**config.mk**
```make
export PLATFORM = sky130hd
export DESIGN_NAME = fts_sram_ctl
export DESIGN_NICKNAME = d
export VERILOG_FILES = /design/src/design/fts_pkg.sv /design/src/design/fts_burst_if.sv /design/src/design/fts_sram_ctl.sv /design/src/design/fts_burst_ctr.sv
export SDC_FILE = /design/constraint.sdc
export NUM_CORES = 1
export LEC_CHECK = 0
export ABC_AREA = 1
export BUFFER_PORTS_ARGS = -buffer_cell sky130_fd_sc_hd__buf_4
export CORE_ASPECT_RATIO = 2
export CORE_MARGIN = 5
export CORE_UTILIZATION = 42
export CTS_CLUSTER_SIZE = 28
export DETAILED_ROUTE_END_ITERATION = 8
export PLACE_DENSITY = 0.75
export SYNTH_ARGS = -nofsm -noshare
export SYNTH_HDL_FRONTEND = slang
export SYNTH_SLANG_ARGS = --single-unit
```
**constraint.sdc**
```tcl
create_clock -name i_clk_sys -period 1.6 [get_ports i_clk_sys]
set_input_delay 0.32 -clock i_clk_sys [delete_from_list [all_inputs] [get_ports i_clk_sys]]
set_output_delay 0.32 -clock i_clk_sys [all_outputs]
set_load 0.05 [all_outputs]
```
**src/design/fts_pkg.sv**
```systemverilog
/*
 * constants and types shared by the flow-through burst memory pin-control block.
 * assumes one rising-edge clock shared with the controller that drives the pins.
 */
package fts_pkg;

  // ****************************************************************
  // widths
  // ****************************************************************
  localparam int ADDR_W  = 18;
  localparam int HI_W    = 16;
  localparam int LANES   = 4;
  localparam int LANE_D  = 8;
  localparam int LANE_W  = 9;
  localparam int DATA_W  = 32;
  localparam int WORD_W  = 36;
  localparam int BURST_W = 2;

  // ****************************************************************
  // encodings and reset values
  // ****************************************************************
  localparam logic             STRAP_LINEAR   = 1'b0;
  localparam logic [BURST_W-1:0] BURST_RST    = 2'h0;
  localparam logic [BURST_W-1:0] BURST_ONE    = 2'h1;
  localparam logic             SLEEP_RST      = 1'b0;

  typedef enum logic [1:0] {
    OP_DESEL,
    OP_READ,
    OP_WRITE
  } fts_op_t;

endpackage

```
**src/design/fts_burst_if.sv**
```systemverilog
/*
 * bundle between the pin-control block and its burst counter.
 * assumes both ends run on the same clock and clock gate.
 */
`timescale 1ns/1ps
interface fts_burst_if;
  logic                      load;     // take a new start value
  logic                      step;     // advance one beat
  logic                      linear;   // burst order from the strap
  logic [fts_pkg::BURST_W-1:0] seed;   // two low address bits
  logic [fts_pkg::BURST_W-1:0] addr_low;

  modport ctl (output load, output step, output linear, output seed, input addr_low);
  modport ctr (input load, input step, input linear, input seed, output addr_low);
endinterface

```
**src/design/fts_sram_ctl.sv**
```systemverilog
/*
 * pin-control logic of a flow-through burst memory: select decode, clock gate,
 * burst sequencing, write data capture, read return, output masking and sleep.
 * assumes the storage array sits outside, reads combinationally from o_mem_raddr
 * and writes the lanes flagged in o_mem_lane_we on an edge where o_mem_we is high.
 */
`timescale 1ns/1ps
module fts_sram_ctl (
  // clock and reset
  input  wire logic                        i_clk_sys,
  input  wire logic                        i_rst_n,
  // synchronous control pins
  input  wire logic                        i_clock_gate_l,
  input  wire logic                        i_select_first_l,
  input  wire logic                        i_select_second_h,
  input  wire logic                        i_select_third_l,
  input  wire logic                        i_advance_or_load,
  input  wire logic                        i_write_req_l,
  input  wire logic [fts_pkg::LANES-1:0]   i_byte_lane_write_l,
  // address pins
  input  wire logic [fts_pkg::HI_W-1:0]    i_addr_hi,
  input  wire logic                        i_burst_start_bit0,
  input  wire logic                        i_burst_start_bit1,
  // asynchronous and strap pins
  input  wire logic                        i_output_drive_l,
  input  wire logic                        i_sleep_request,
  input  wire logic                        i_burst_order_strap,
  // data and parity pins
  input  wire logic [fts_pkg::DATA_W-1:0]  i_dq,
  output logic      [fts_pkg::DATA_W-1:0]  o_dq,
  output logic                             o_dq_oe_n,
  input  wire logic [fts_pkg::LANES-1:0]   i_parity_lines,
  output logic      [fts_pkg::LANES-1:0]   o_parity_lines,
  output logic                             o_parity_oe_n,
  // storage array port
  output logic      [fts_pkg::ADDR_W-1:0]  o_mem_raddr,
  input  wire logic [fts_pkg::WORD_W-1:0]  i_mem_rdata,
  output logic                             o_mem_we,
  output logic      [fts_pkg::ADDR_W-1:0]  o_mem_waddr,
  output logic      [fts_pkg::WORD_W-1:0]  o_mem_wdata,
  output logic      [fts_pkg::LANES-1:0]   o_mem_lane_we,
  // status
  output logic                             o_sleep_active
);
  import fts_pkg::*;

  // ****************************************************************
  // declarations
  // ****************************************************************
  fts_burst_if burst ();

  logic                en;
  logic                selected;
  fts_op_t             cur_op;
  fts_op_t             next_op;
  logic                first_desel;
  logic                next_first_desel;
  logic [HI_W-1:0]     addr_hi;
  logic [HI_W-1:0]     next_addr_hi;
  logic [LANES-1:0]    lanes_l;
  logic [LANES-1:0]    next_lanes_l;
  logic                mem_we_q;
  logic                next_mem_we;
  logic [ADDR_W-1:0]   waddr;
  logic [ADDR_W-1:0]   next_waddr;
  logic [WORD_W-1:0]   wdata;
  logic [WORD_W-1:0]   next_wdata;
  logic [LANES-1:0]    wlanes;
  logic [LANES-1:0]    next_wlanes;
  logic                sleep_s1;
  logic                sleep_s2;
  logic                sleep_s3;
  logic                asleep;
  logic                next_asleep;
  logic                linear;
  logic                drive_ok;
  logic [WORD_W-1:0]   pin_word;

  // ****************************************************************
  // qualification and select decode
  // ****************************************************************
  // every state update below except the strap capture is gated by en, so a high gate is a pure stall
  assign en       = !i_clock_gate_l;
  assign selected = !i_select_first_l && i_select_second_h && !i_select_third_l;

  // ****************************************************************
  // burst order strap
  // ****************************************************************
  // the strap is static, so it is caught while reset is held and then kept
  always_ff @(posedge i_clk_sys) begin
    if (!i_rst_n) begin
      linear <= (i_burst_order_strap == STRAP_LINEAR);
    end
  end

  // ****************************************************************
  // sleep synchroniser
  // ****************************************************************
  // three stages, the level moves only once stages two and three agree
  always_comb begin
    next_asleep = asleep;
    if (sleep_s2 == sleep_s3) begin
      next_asleep = sleep_s3;
    end
  end

  // reset value is deasserted, matching an input left undriven
  always_ff @(posedge i_clk_sys) begin
    if (!i_rst_n) begin
      sleep_s1 <= SLEEP_RST;
      sleep_s2 <= SLEEP_RST;
      sleep_s3 <= SLEEP_RST;
      asleep   <= SLEEP_RST;
    end else if (en) begin
      sleep_s1 <= i_sleep_request;
      sleep_s2 <= sleep_s1;
      sleep_s3 <= sleep_s2;
      asleep   <= next_asleep;
    end
  end

  assign o_sleep_active = asleep;

  // ****************************************************************
  // pin word packing
  // ****************************************************************
  // each lane holds its byte with the parity bit on top
  always_comb begin
    pin_word = '0;
    for (int k = 0; k < LANES; k++) begin
      pin_word[k*LANE_W +: LANE_D]      = i_dq[k*LANE_D +: LANE_D];
      pin_word[k*LANE_W + LANE_D]       = i_parity_lines[k];
    end
  end

  // ****************************************************************
  // access sequencer
  // ****************************************************************
  // a write's data follows its address by one qualified edge, so the data
  // edge commits the previous command while a new one is already decoded
  always_comb begin
    next_op          = cur_op;
    next_addr_hi     = addr_hi;
    next_lanes_l     = lanes_l;
    next_mem_we      = 1'b0;
    next_waddr       = waddr;
    next_wdata       = wdata;
    next_wlanes      = wlanes;
    burst.load       = 1'b0;
    burst.step       = 1'b0;
    // data phase of a write: register the pins and hand them to the array
    if (cur_op == OP_WRITE && !asleep) begin
      next_mem_we = 1'b1;
      next_waddr  = o_mem_raddr;
      next_wdata  = pin_word;
      next_wlanes = ~lanes_l;
    end
    if (asleep) begin
      // sleeping blocks new accesses, so the array is left untouched
      next_op = OP_DESEL;
    end else if (!i_advance_or_load) begin
      if (selected) begin
        burst.load   = 1'b1;
        next_addr_hi = i_addr_hi;
        next_lanes_l = i_byte_lane_write_l;
        next_op      = i_write_req_l ? OP_READ : OP_WRITE;
      end else begin
        next_op = OP_DESEL;
      end
    end else if (cur_op != OP_DESEL) begin
      // continue the burst with the same direction and fresh lane selects
      burst.step   = 1'b1;
      next_lanes_l = i_byte_lane_write_l;
    end
    next_first_desel = (cur_op == OP_DESEL) && (next_op != OP_DESEL);
  end

  // gate high holds everything, so the stretched cycle keeps its select
  always_ff @(posedge i_clk_sys) begin
    if (!i_rst_n) begin
      cur_op      <= OP_DESEL;
      first_desel <= 1'b0;
      addr_hi     <= '0;
      lanes_l     <= '1;
      mem_we_q    <= 1'b0;
      waddr       <= '0;
      wdata       <= '0;
      wlanes      <= '0;
    end else if (en) begin
      cur_op      <= next_op;
      first_desel <= next_first_desel;
      addr_hi     <= next_addr_hi;
      lanes_l     <= next_lanes_l;
      mem_we_q    <= next_mem_we;
      waddr       <= next_waddr;
      wdata       <= next_wdata;
      wlanes      <= next_wlanes;
    end
  end

  // ****************************************************************
  // burst counter
  // ****************************************************************
  assign burst.linear = linear;
  assign burst.seed   = {i_burst_start_bit1, i_burst_start_bit0};

  fts_burst_ctr u_burst (
    .i_clk_sys (i_clk_sys),
    .i_rst_n   (i_rst_n),
    .i_en      (en),
    .bus       (burst.ctr)
  );

  // ****************************************************************
  // array port
  // ****************************************************************
  // the write strobe is qualified so a stalled edge never writes twice
  assign o_mem_raddr   = {addr_hi, burst.addr_low};
  assign o_mem_we      = mem_we_q && en;
  assign o_mem_waddr   = waddr;
  assign o_mem_wdata   = wdata;
  assign o_mem_lane_we = wlanes;

  // ****************************************************************
  // output return and drive control
  // ****************************************************************
  // flow-through: the array word for the latched address goes straight out
  always_comb begin
    o_dq           = '0;
    o_parity_lines = '0;
    for (int k = 0; k < LANES; k++) begin
      o_dq[k*LANE_D +: LANE_D] = i_mem_rdata[k*LANE_W +: LANE_D];
      o_parity_lines[k]        = i_mem_rdata[k*LANE_W + LANE_D];
    end
  end

  // drive only during a read beat that does not follow a deselect; the
  // output drive pin acts without the clock, so there is no flop on it
  assign drive_ok      = (cur_op == OP_READ) && !first_desel && !asleep;
  assign o_dq_oe_n     = i_output_drive_l || !drive_ok;
  assign o_parity_oe_n = i_output_drive_l || !drive_ok;

  // ****************************************************************
  // checks
  // ****************************************************************
  property p_freeze;
    @(posedge i_clk_sys) disable iff (!i_rst_n)
      i_clock_gate_l |=> $stable(cur_op) && $stable(o_mem_raddr) && $stable(asleep);
  endproperty
  a_freeze: assert property (p_freeze) else $error("state moved while gated");

  property p_stretch;
    @(posedge i_clk_sys) disable iff (!i_rst_n)
      cur_op != OP_DESEL && i_clock_gate_l |=> cur_op != OP_DESEL;
  endproperty
  a_stretch: assert property (p_stretch) else $error("gate deselected the device");

  property p_deselect;
    @(posedge i_clk_sys) disable iff (!i_rst_n)
      en && !asleep && !i_advance_or_load && !selected |=> cur_op == OP_DESEL;
  endproperty
  a_deselect: assert property (p_deselect) else $error("bad select decode");

  property p_read_addr;
    @(posedge i_clk_sys) disable iff (!i_rst_n)
      en && !asleep && !i_advance_or_load && selected && i_write_req_l |=>
        cur_op == OP_READ &&
        o_mem_raddr == {$past(i_addr_hi), $past(i_burst_start_bit1), $past(i_burst_start_bit0)};
  endproperty
  a_read_addr: assert property (p_read_addr) else $error("read address not latched");

  property p_oe_high;
    @(posedge i_clk_sys) disable iff (!i_rst_n)
      i_output_drive_l |-> o_dq_oe_n && o_parity_oe_n;
  endproperty
  a_oe_high: assert property (p_oe_high) else $error("driving with drive pin high");

  property p_mask;
    @(posedge i_clk_sys) disable iff (!i_rst_n)
      cur_op != OP_READ || first_desel |-> o_dq_oe_n && o_parity_oe_n;
  endproperty
  a_mask: assert property (p_mask) else $error("outputs not masked");

  property p_first_after_desel;
    @(posedge i_clk_sys) disable iff (!i_rst_n)
      en && cur_op == OP_DESEL && !asleep && !i_advance_or_load && selected
        |=> o_dq_oe_n;
  endproperty
  a_first_after_desel: assert property (p_first_after_desel) else $error("drove after deselect");

  property p_write_capture;
    @(posedge i_clk_sys) disable iff (!i_rst_n)
      en && !asleep && cur_op == OP_WRITE |=>
        mem_we_q && o_mem_wdata == $past(pin_word) && o_mem_lane_we == ~$past(lanes_l);
  endproperty
  a_write_capture: assert property (p_write_capture) else $error("write data not captured");

  property p_sleep_hold;
    @(posedge i_clk_sys) disable iff (!i_rst_n)
      en && asleep |=> !mem_we_q && cur_op == OP_DESEL;
  endproperty
  a_sleep_hold: assert property (p_sleep_hold) else $error("access while asleep");

endmodule // fts_sram_ctl

```
**src/design/fts_burst_ctr.sv**
```systemverilog
/*
 * two-bit burst counter producing the low address bits of each beat.
 * assumes load and step are only raised on qualified edges.
 */
`timescale 1ns/1ps
module fts_burst_ctr (
  // clock and reset
  input  wire logic i_clk_sys,
  input  wire logic i_rst_n,
  input  wire logic i_en,
  // control bundle
  fts_burst_if.ctr  bus
);
  import fts_pkg::*;

  logic [BURST_W-1:0] start;
  logic [BURST_W-1:0] cnt;
  logic [BURST_W-1:0] next_start;
  logic [BURST_W-1:0] next_cnt;

  // ****************************************************************
  // counter
  // ****************************************************************
  // load reseeds and clears the beat count; step wraps modulo four
  always_comb begin
    next_start = start;
    next_cnt   = cnt;
    if (bus.load) begin
      next_start = bus.seed;
      next_cnt   = BURST_RST;
    end else if (bus.step) begin
      next_cnt = BURST_W'(cnt + BURST_ONE);
    end
  end

  // gate high holds the count, so a stretched beat repeats its address
  always_ff @(posedge i_clk_sys) begin
    if (!i_rst_n) begin
      start <= BURST_RST;
      cnt   <= BURST_RST;
    end else if (i_en) begin
      start <= next_start;
      cnt   <= next_cnt;
    end
  end

  // linear adds the count, interleaved xors it
  assign bus.addr_low = bus.linear ? BURST_W'(start + cnt) : (start ^ cnt);

  // ****************************************************************
  // checks
  // ****************************************************************
  property p_linear_step;
    @(posedge i_clk_sys) disable iff (!i_rst_n)
      i_en && bus.step && !bus.load && bus.linear |=>
        bus.addr_low == BURST_W'($past(bus.addr_low) + BURST_ONE);
  endproperty
  a_linear_step: assert property (p_linear_step) else $error("linear beat not incremented");

  property p_load_seed;
    @(posedge i_clk_sys) disable iff (!i_rst_n)
      i_en && bus.load |=> bus.addr_low == $past(bus.seed);
  endproperty
  a_load_seed: assert property (p_load_seed) else $error("first beat not the seed");

endmodule // fts_burst_ctr

```
==> summary.txt, run 1 <==
Run status
  • Status: finished, violations left
  • Failing checks: negative setup slack

Clock tree
  • Clock Latency Late Sink: approximately 0.34 ns
  • TritonCTS Buffers: 9
  • Clock Tree Root: clkbuf_16
  • CTS tree: built
  • TritonCTS Sinks: 91
  • CTS Buffer Depth: 2
  • Clk slew on worst S/H paths: around 0.060 ns
  • H-tree levels: 3

Layout
  • Fillers: 772
  • Cell Count, Final, Fillers Out: approximately 660
  • Diodes inserted: 0
  • Post-Layout Inst Area: between 0.004 and 0.005 mm²
  • Nets@finish: around 660
  • Post-layout utilization of the core: about 57%
  • Layout cells sized above 1: approximately a third
  • Area Overhead vs Synth: 33.7%

STA
  • # setup viols final: 1
  • Fin crit period: approximately 1.6 ns
  • Final Cycle Share: 102%
  • Unrepaired setup endpoints after global routing: true
  • Final hold vios: 0
  • Final worst slack: -0.0282 ns
  • Final Skew: about 0.0075 ns
  • Max Fclk: 0.614 GHz
  • Fin Setup TNS: -0.0282 ns
  • WHS: ~0.18 ns
  • Max Transition Viols Final: 0
  • Worst-Margin Slew: between 0.4 and 0.5 ns
  • Slew headroom: slightly above 70%

Floorplan
  • Boundary Pins: between 200 and 250
  • Die H: about 140 µm
  • Row Count: 48
  • Initial Util: 42.4%
  • Core ar.: between 0.008 and 0.009 mm²
  • Chip Width: 75.6 µm
  • Die area: approximately 0.011 mm²

Global routing
  • Met1 usage: 18.0%
  • First-pass GRT wire length: 14.5 mm
  • Number of global-route vias before repair: between 3000 and 4000
  • Largest net degree at the start of global routing: 45
  • Grt met2 use: 31.7%
  • Top Usage Layer GRT: met2
  • Initial antenna violation count: 0
  • Met3 Use GR: 4.11%
  • Total GRT Usage: a little under a fifth
  • Gr ovfl total: 0

Synth
  • Synth Cell Area: roughly 0.0036 mm²
  • Post-synth net total: between 500 and 600
  • Synth top area share: around 50%
  • Register area share after synthesis: 50.6%
  • Post-synth ARST share: 0%
  • Most frequent cell after synthesis: dfxtp_1
  • Flops & latches, synth: between 90 and 100
  • Avg Cell Area, Syn: between 8 and 9 µm²
  • Synthesis Warnings: 0
  • Syn Inst Count: roughly 450
  • Synth Flop Type: dfxtp_1
  • Post-synth top area cell: dfxtp_1
  • Synth cell types: 23
  • Synth area leaders: dfxtp_1 (50%), nor2_1 (9.1%), buf_4 (8.3%), a21oi_1 (6.5%), o21ai_1 (5.8%)
  • EDFF count, synth: 1
  • Most common library cells after synthesis: dfxtp_1 (90), nor2_1 (88), a21oi_1 (47)

Worst hold path
  • Hold WC Path Type: in2reg
  • Worst Hold Depth: 3

Critical path
  • Arrival time worst endpoint: 1.31 ns
  • CP top delay family: flip-flops
  • Worst Setup Start Kind: flip-flop
  • Data required, critical path: 1.28 ns
  • Slowest CP cell: dfxtp_2
  • Buf/Inv on CP: 3
  • Max FO, Critical Path: 2
  • Stages on worst setup path: 6
  • Crit Path Class: reg2out
  • R2r worst-path depth: 6
  • Worst stage delay on the critical path: 0.33 ns
  • Kind of end point of the critical path: output pin
  • Worst path cell trace: ha_4 > nand2_2 > inv_2 > xor2_2 > inv_1 > buf_6

Route
  • Drt pass-1 iters: 4
  • DRC: 0
  • Via count: 3220
  • WL final: 9.61 mm
  • Iteration-0 DRC count of the detailed router: about 110
  • Antenna Violating Nets Remaining: 0
  • Routed len/inst: about 15 µm
  • Routed vias/inst: ~5

Power and ir drop
  • Worst IR drop on VDD: around 0.71 mV
  • PD cells: ~1100 mW/mm²
  • Tot Pwr: around 5.3 mW
  • Leak pwr: 2.17 nW

Placed design
  • Placed Cells incl. Taps: approximately 640
  • GPL Wtd Cong: 0.797
  • Dpl hpwl: roughly 7.2 mm
  • # port buffers: about 150
  • Placed cell area: 0.00451 mm²
  • DP Worst Slack: ~0.17 ns

Job
  • Max-Cap Viols: 0
## flip-flops by register name (all words and copies together), names as in the netlist
register and flops:
first_desel 1, mem_we_q 1, o_mem_lane_we 4, sleep_s3 1
burst.linear 1, addr_hi 16, cur_op 2, sleep_s1 1
o_mem_waddr 18, sleep_s2 1, o_sleep_active 1, o_mem_wdata 36
lanes_l 4, u_burst.cnt 2, u_burst.start 2
## power breakdown
group / switching, mW / internal, mW / total [mW]
clock network: 0.831 / 1.13 / 1.96
logic: 0.562 / 0.328 / 0.890
registers: 0.0584 / 2.38 / 2.43
total: 1.45 / 3.83 / 5.29
## worst paths after layout
check        slack (ns)                          start                            end
max               -0.03  u_burst.start[0]$_SDFFE_PN0P_                 o_mem_raddr[1]
min                0.18         i_byte_lane_write_l[2]        lanes_l[2]$_SDFFE_PN1P_
max reg2reg        0.34    o_sleep_active$_SDFFE_PN0P_   o_mem_waddr[13]$_SDFFE_PN0P_
min reg2reg        0.44        lanes_l[1]$_SDFFE_PN1P_  o_mem_lane_we[1]$_SDFFE_PN0P_
## layout by cell type, fill, tap and decap left out, types with 2 or more instances in the layout
cell / count
nand4_1: 2
nand3_1: 11
buf_4: 152
a21oi_1: 47
nand2_1: 18
clkinvlp_4: 2
o21ai_1: 42
clkinv_2: 2
buf_12: 4
clkbuf_8: 2
dfxtp_1: 86
dfxtp_2: 4
o21ai_0: 41
inv_1: 31
nand3_2: 2
clkbuf_16: 9
nor2_1: 88
## cell families (layout without fill, tap and decap cells)
kind of cell             after synthesis  in the layout  synth area share, %
XOR/XNOR                               3              3                0.726
AO/OA/AOI/OAI                        130            130                 18.0
buffers and inverters                 96            206                 16.1
adder cells (fa/ha/maj)                1              1                0.346
flip-flops                            91             91                 50.6
AND/OR/NAND/NOR                      125            125                 14.2
## worst min-delay path, cell delays in order
cell	delay, ns
buf_4	0.08
nand2_1	0.04
nand3_1	0.05
## what timing repair did
item,CTS,global route
hold buffers,0,0
endpoints found under the setup margin,1,1
pin swaps,0,2
buffers inserted,2,0
hold endpoints to repair,0,0
gates resized for setup,5,5
## per-layer routing
layer	vias up	wire, µm
met3	49	572
met4	0	490
met2	101	5220
met5	-	0
li1	1622	-
met1	1448	3330
## area by class of cell
| class | instances | area [µm²] | area share, % |
|---|---|---|---|
| inverters | 33 | 126 | 2.61 |
| flip-flops and latches | 91 | 1840 | 38.0 |
| clock inverters | 4 | 25.0 | 0.517 |
| clock buffers | 12 | 256 | 5.30 |
| well taps | 100 | 125 | 2.59 |
| multi-input cells | 259 | 1240 | 25.6 |
| repair buffers | 157 | 1230 | 25.5 |
Note: power is estimated with default switching activity, not from simulation.
==> run 2, diff against run 1 <==
- REMOVE_ABC_BUFFERS: unset -> 1
==> run 2 against run 1 <==
Against the previous run: the flow still finishes with violations (negative setup slack); critical path depth stayed put; global-route usage is 1.3 points higher; sequential power hardly changed; largest cell class unchanged.
==> summary.txt, run 2 (synthesized netlist as in run 1, its figures left out) <==
STA
  • Max Fclk: 0.608 GHz (-0.98%)
  • Fin Setup TNS: -0.0443 ns (-0.0161 ns)
  • Worst-Margin Slew: 0.384 ns (-0.0314 ns)
  • WHS: 0.181 ns (-0.00384 ns)
  • Fin crit period: 1.64 ns (+0.0161 ns)
  • Max Transition Viols Final: 0 (unchanged)
  • Unrepaired setup endpoints after global routing: true
  • Final Skew: 0.00726 ns (-0.000281 ns)
  • # setup viols final: 1 (unchanged)
  • Final Cycle Share: 103% (+1.0 points)
  • Final hold vios: 0 (unchanged)
  • Slew headroom: 74.4% (+2.1 points)
  • Final worst slack: -0.0443 ns (-0.0161 ns)

Clock tree
  • TritonCTS Sinks: 91 (unchanged)
  • TritonCTS Buffers: 9 (unchanged)
  • Clock Latency Late Sink: 0.33 ns (about the same)
  • Clk slew on worst S/H paths: 0.06 ns (about the same)
  • H-tree levels: 3 (unchanged)
  • CTS tree: built
  • CTS Buffer Depth: 2 (unchanged)
  • Clock Tree Root: clkbuf_16

Critical path
  • Crit Path Class: reg2out
  • Data required, critical path: 1.28 ns (about the same)
  • Arrival time worst endpoint: 1.32 ns (about the same)
  • Max FO, Critical Path: 2 (unchanged)
  • Worst Setup Start Kind: flip-flop
  • R2r worst-path depth: 5 (-1)
  • Kind of end point of the critical path: output pin

Layout
  • Area Overhead vs Synth: 34.5%
  • Most common cell after layout, fill and taps aside: buf_4
  • Nets@finish: 658 (+0.15%)
  • Max reg flops: 36 (unchanged)
  • Post-Layout Inst Area: 0.00487 mm² (+0.54%)
  • Post-layout utilization of the core: 57.1% (+0.31 points)
  • Layout cells sized above 1: 33.2% (-0.24 points)
  • Highest-count cells in the layout ignoring fill and taps: buf_4 (153), nor2_1 (88), dfxtp_1 (86)
  • Diodes inserted: 0 (unchanged)

Worst hold path
  • Worst Hold Depth: 3 (unchanged)
  • Hold WC Path Type: in2reg

Placed design
  • Dpl hpwl: 8.31 mm (+16%)
  • GPL Wtd Cong: 0.871 (+9.2%)
  • Placed cell area: 0.00451 mm² (+0.19%)
  • # port buffers: 148 (unchanged)

Route
  • DRC: 0 (unchanged)
  • Via count: 3249 (+0.90%)
  • Drt pass-1 iters: 4 (unchanged)
  • WL final: 10.7 mm (+11%)
  • Antenna Violating Nets Remaining: 0 (unchanged)
  • Routed len/inst: 16.2 µm (+11%)
  • Routed vias/inst: 4.95 (+0.75%)
  • Iteration-0 DRC count of the detailed router: 157 (+44%)

Run status
  • Failing checks: negative setup slack
  • Status: finished, violations left

Floorplan
  • Chip Width: 75.6 µm (unchanged)
  • Die H: 141 µm (unchanged)
  • Die area: 0.0107 mm² (unchanged)
  • Core ar.: 0.00853 mm² (unchanged)
  • Row Count: 48 (unchanged)
  • Initial Util: 42.4% (unchanged)
  • Boundary Pins: 221 (unchanged)

Job
  • Max-Cap Viols: 0 (unchanged)

Global routing
  • Number of global-route vias before repair: 2933 (-2.6%)
  • First-pass GRT wire length: 15.3 mm (+5.6%)
  • Largest net degree at the start of global routing: 42 (-6.7%)
  • Gr ovfl total: 0 (unchanged)
  • Total GRT Usage: 19.4% (+1.3 points)
  • Initial antenna violation count: 0 (unchanged)

Power and ir drop
  • PD cells: 1130 mW/mm² (+3.6%)
  • Leak pwr: 2.19 nW (+1.0%)
  • Worst IR drop on VDD: 0.547 mV (-23%)
[run 2: worst max-delay path: stages, from the launching register on]
cell	delay [ns]
dfxtp_2	0.32
ha_2	0.17
nand2_2	0.05
inv_2	0.04
xor2_2	0.17
inv_1	0.08
buf_6	0.16
[run 2: area by class of cell]
class,count,area (µm²)
flip-flops and latches,91,1840
fillers,783,3660
clock buffers,13,272
multi-input cells,259,1220
well taps,100,125
repair buffers,158,1240
inverters,33,126
clock inverters,3,43.8
[run 2: timing repair]
| action | 4_1_cts | 5_1_grt |
|---|---|---|
| gates resized for setup | 5 | 5 |
| buffers inserted | 1 | 0 |
| endpoints found under the hold margin | 0 | 0 |
| hold buffers | 0 | 0 |
| setup endpoints to repair | 3 | 1 |
[run 2: worst paths after layout]
path	from	to	slack, ns
worst max register to register	o_sleep_active$_SDFFE_PN0P_	o_mem_wdata[3]$_SDFFE_PN0P_	0.31
worst min register to register	lanes_l[1]$_SDFFE_PN1P_	o_mem_lane_we[1]$_SDFFE_PN0P_	0.44
worst min-delay path	i_byte_lane_write_l[0]	lanes_l[0]$_SDFFE_PN1P_	0.18
worst max-delay path	u_burst.cnt[0]$_SDFFE_PN0P_	o_mem_raddr[1]	-0.04
[run 2: routing by layer]
metal / part of all wire, % / wire length (µm) / global-route usage (%)
met2: 48 / 5160 / 29.9
met1: 37 / 3960 / 22.5
met4: 2.1 / 226 / 7.19
met5: 0.32 / 34 / 4.23
met3: 12 / 1270 / 9.43
[run 2: where the power goes]
part / internal (mW) / switching, mW / total [mW]
Clock: 1.35 / 0.834 / 2.18
Sequential: 2.38 / 0.0582 / 2.43
Combinational: 0.330 / 0.559 / 0.889
[run 2: stage by stage]
stage	worst slack [ns]	std cells	power (mW)
floorplan	-0.399	383	2.98
detailed placement	0.139	640	3.37
global placement	0.197	640	3.35
global route	-0.107	657	5.71
finish	-0.0443	657	5.50
CTS	-0.0886	657	5.57
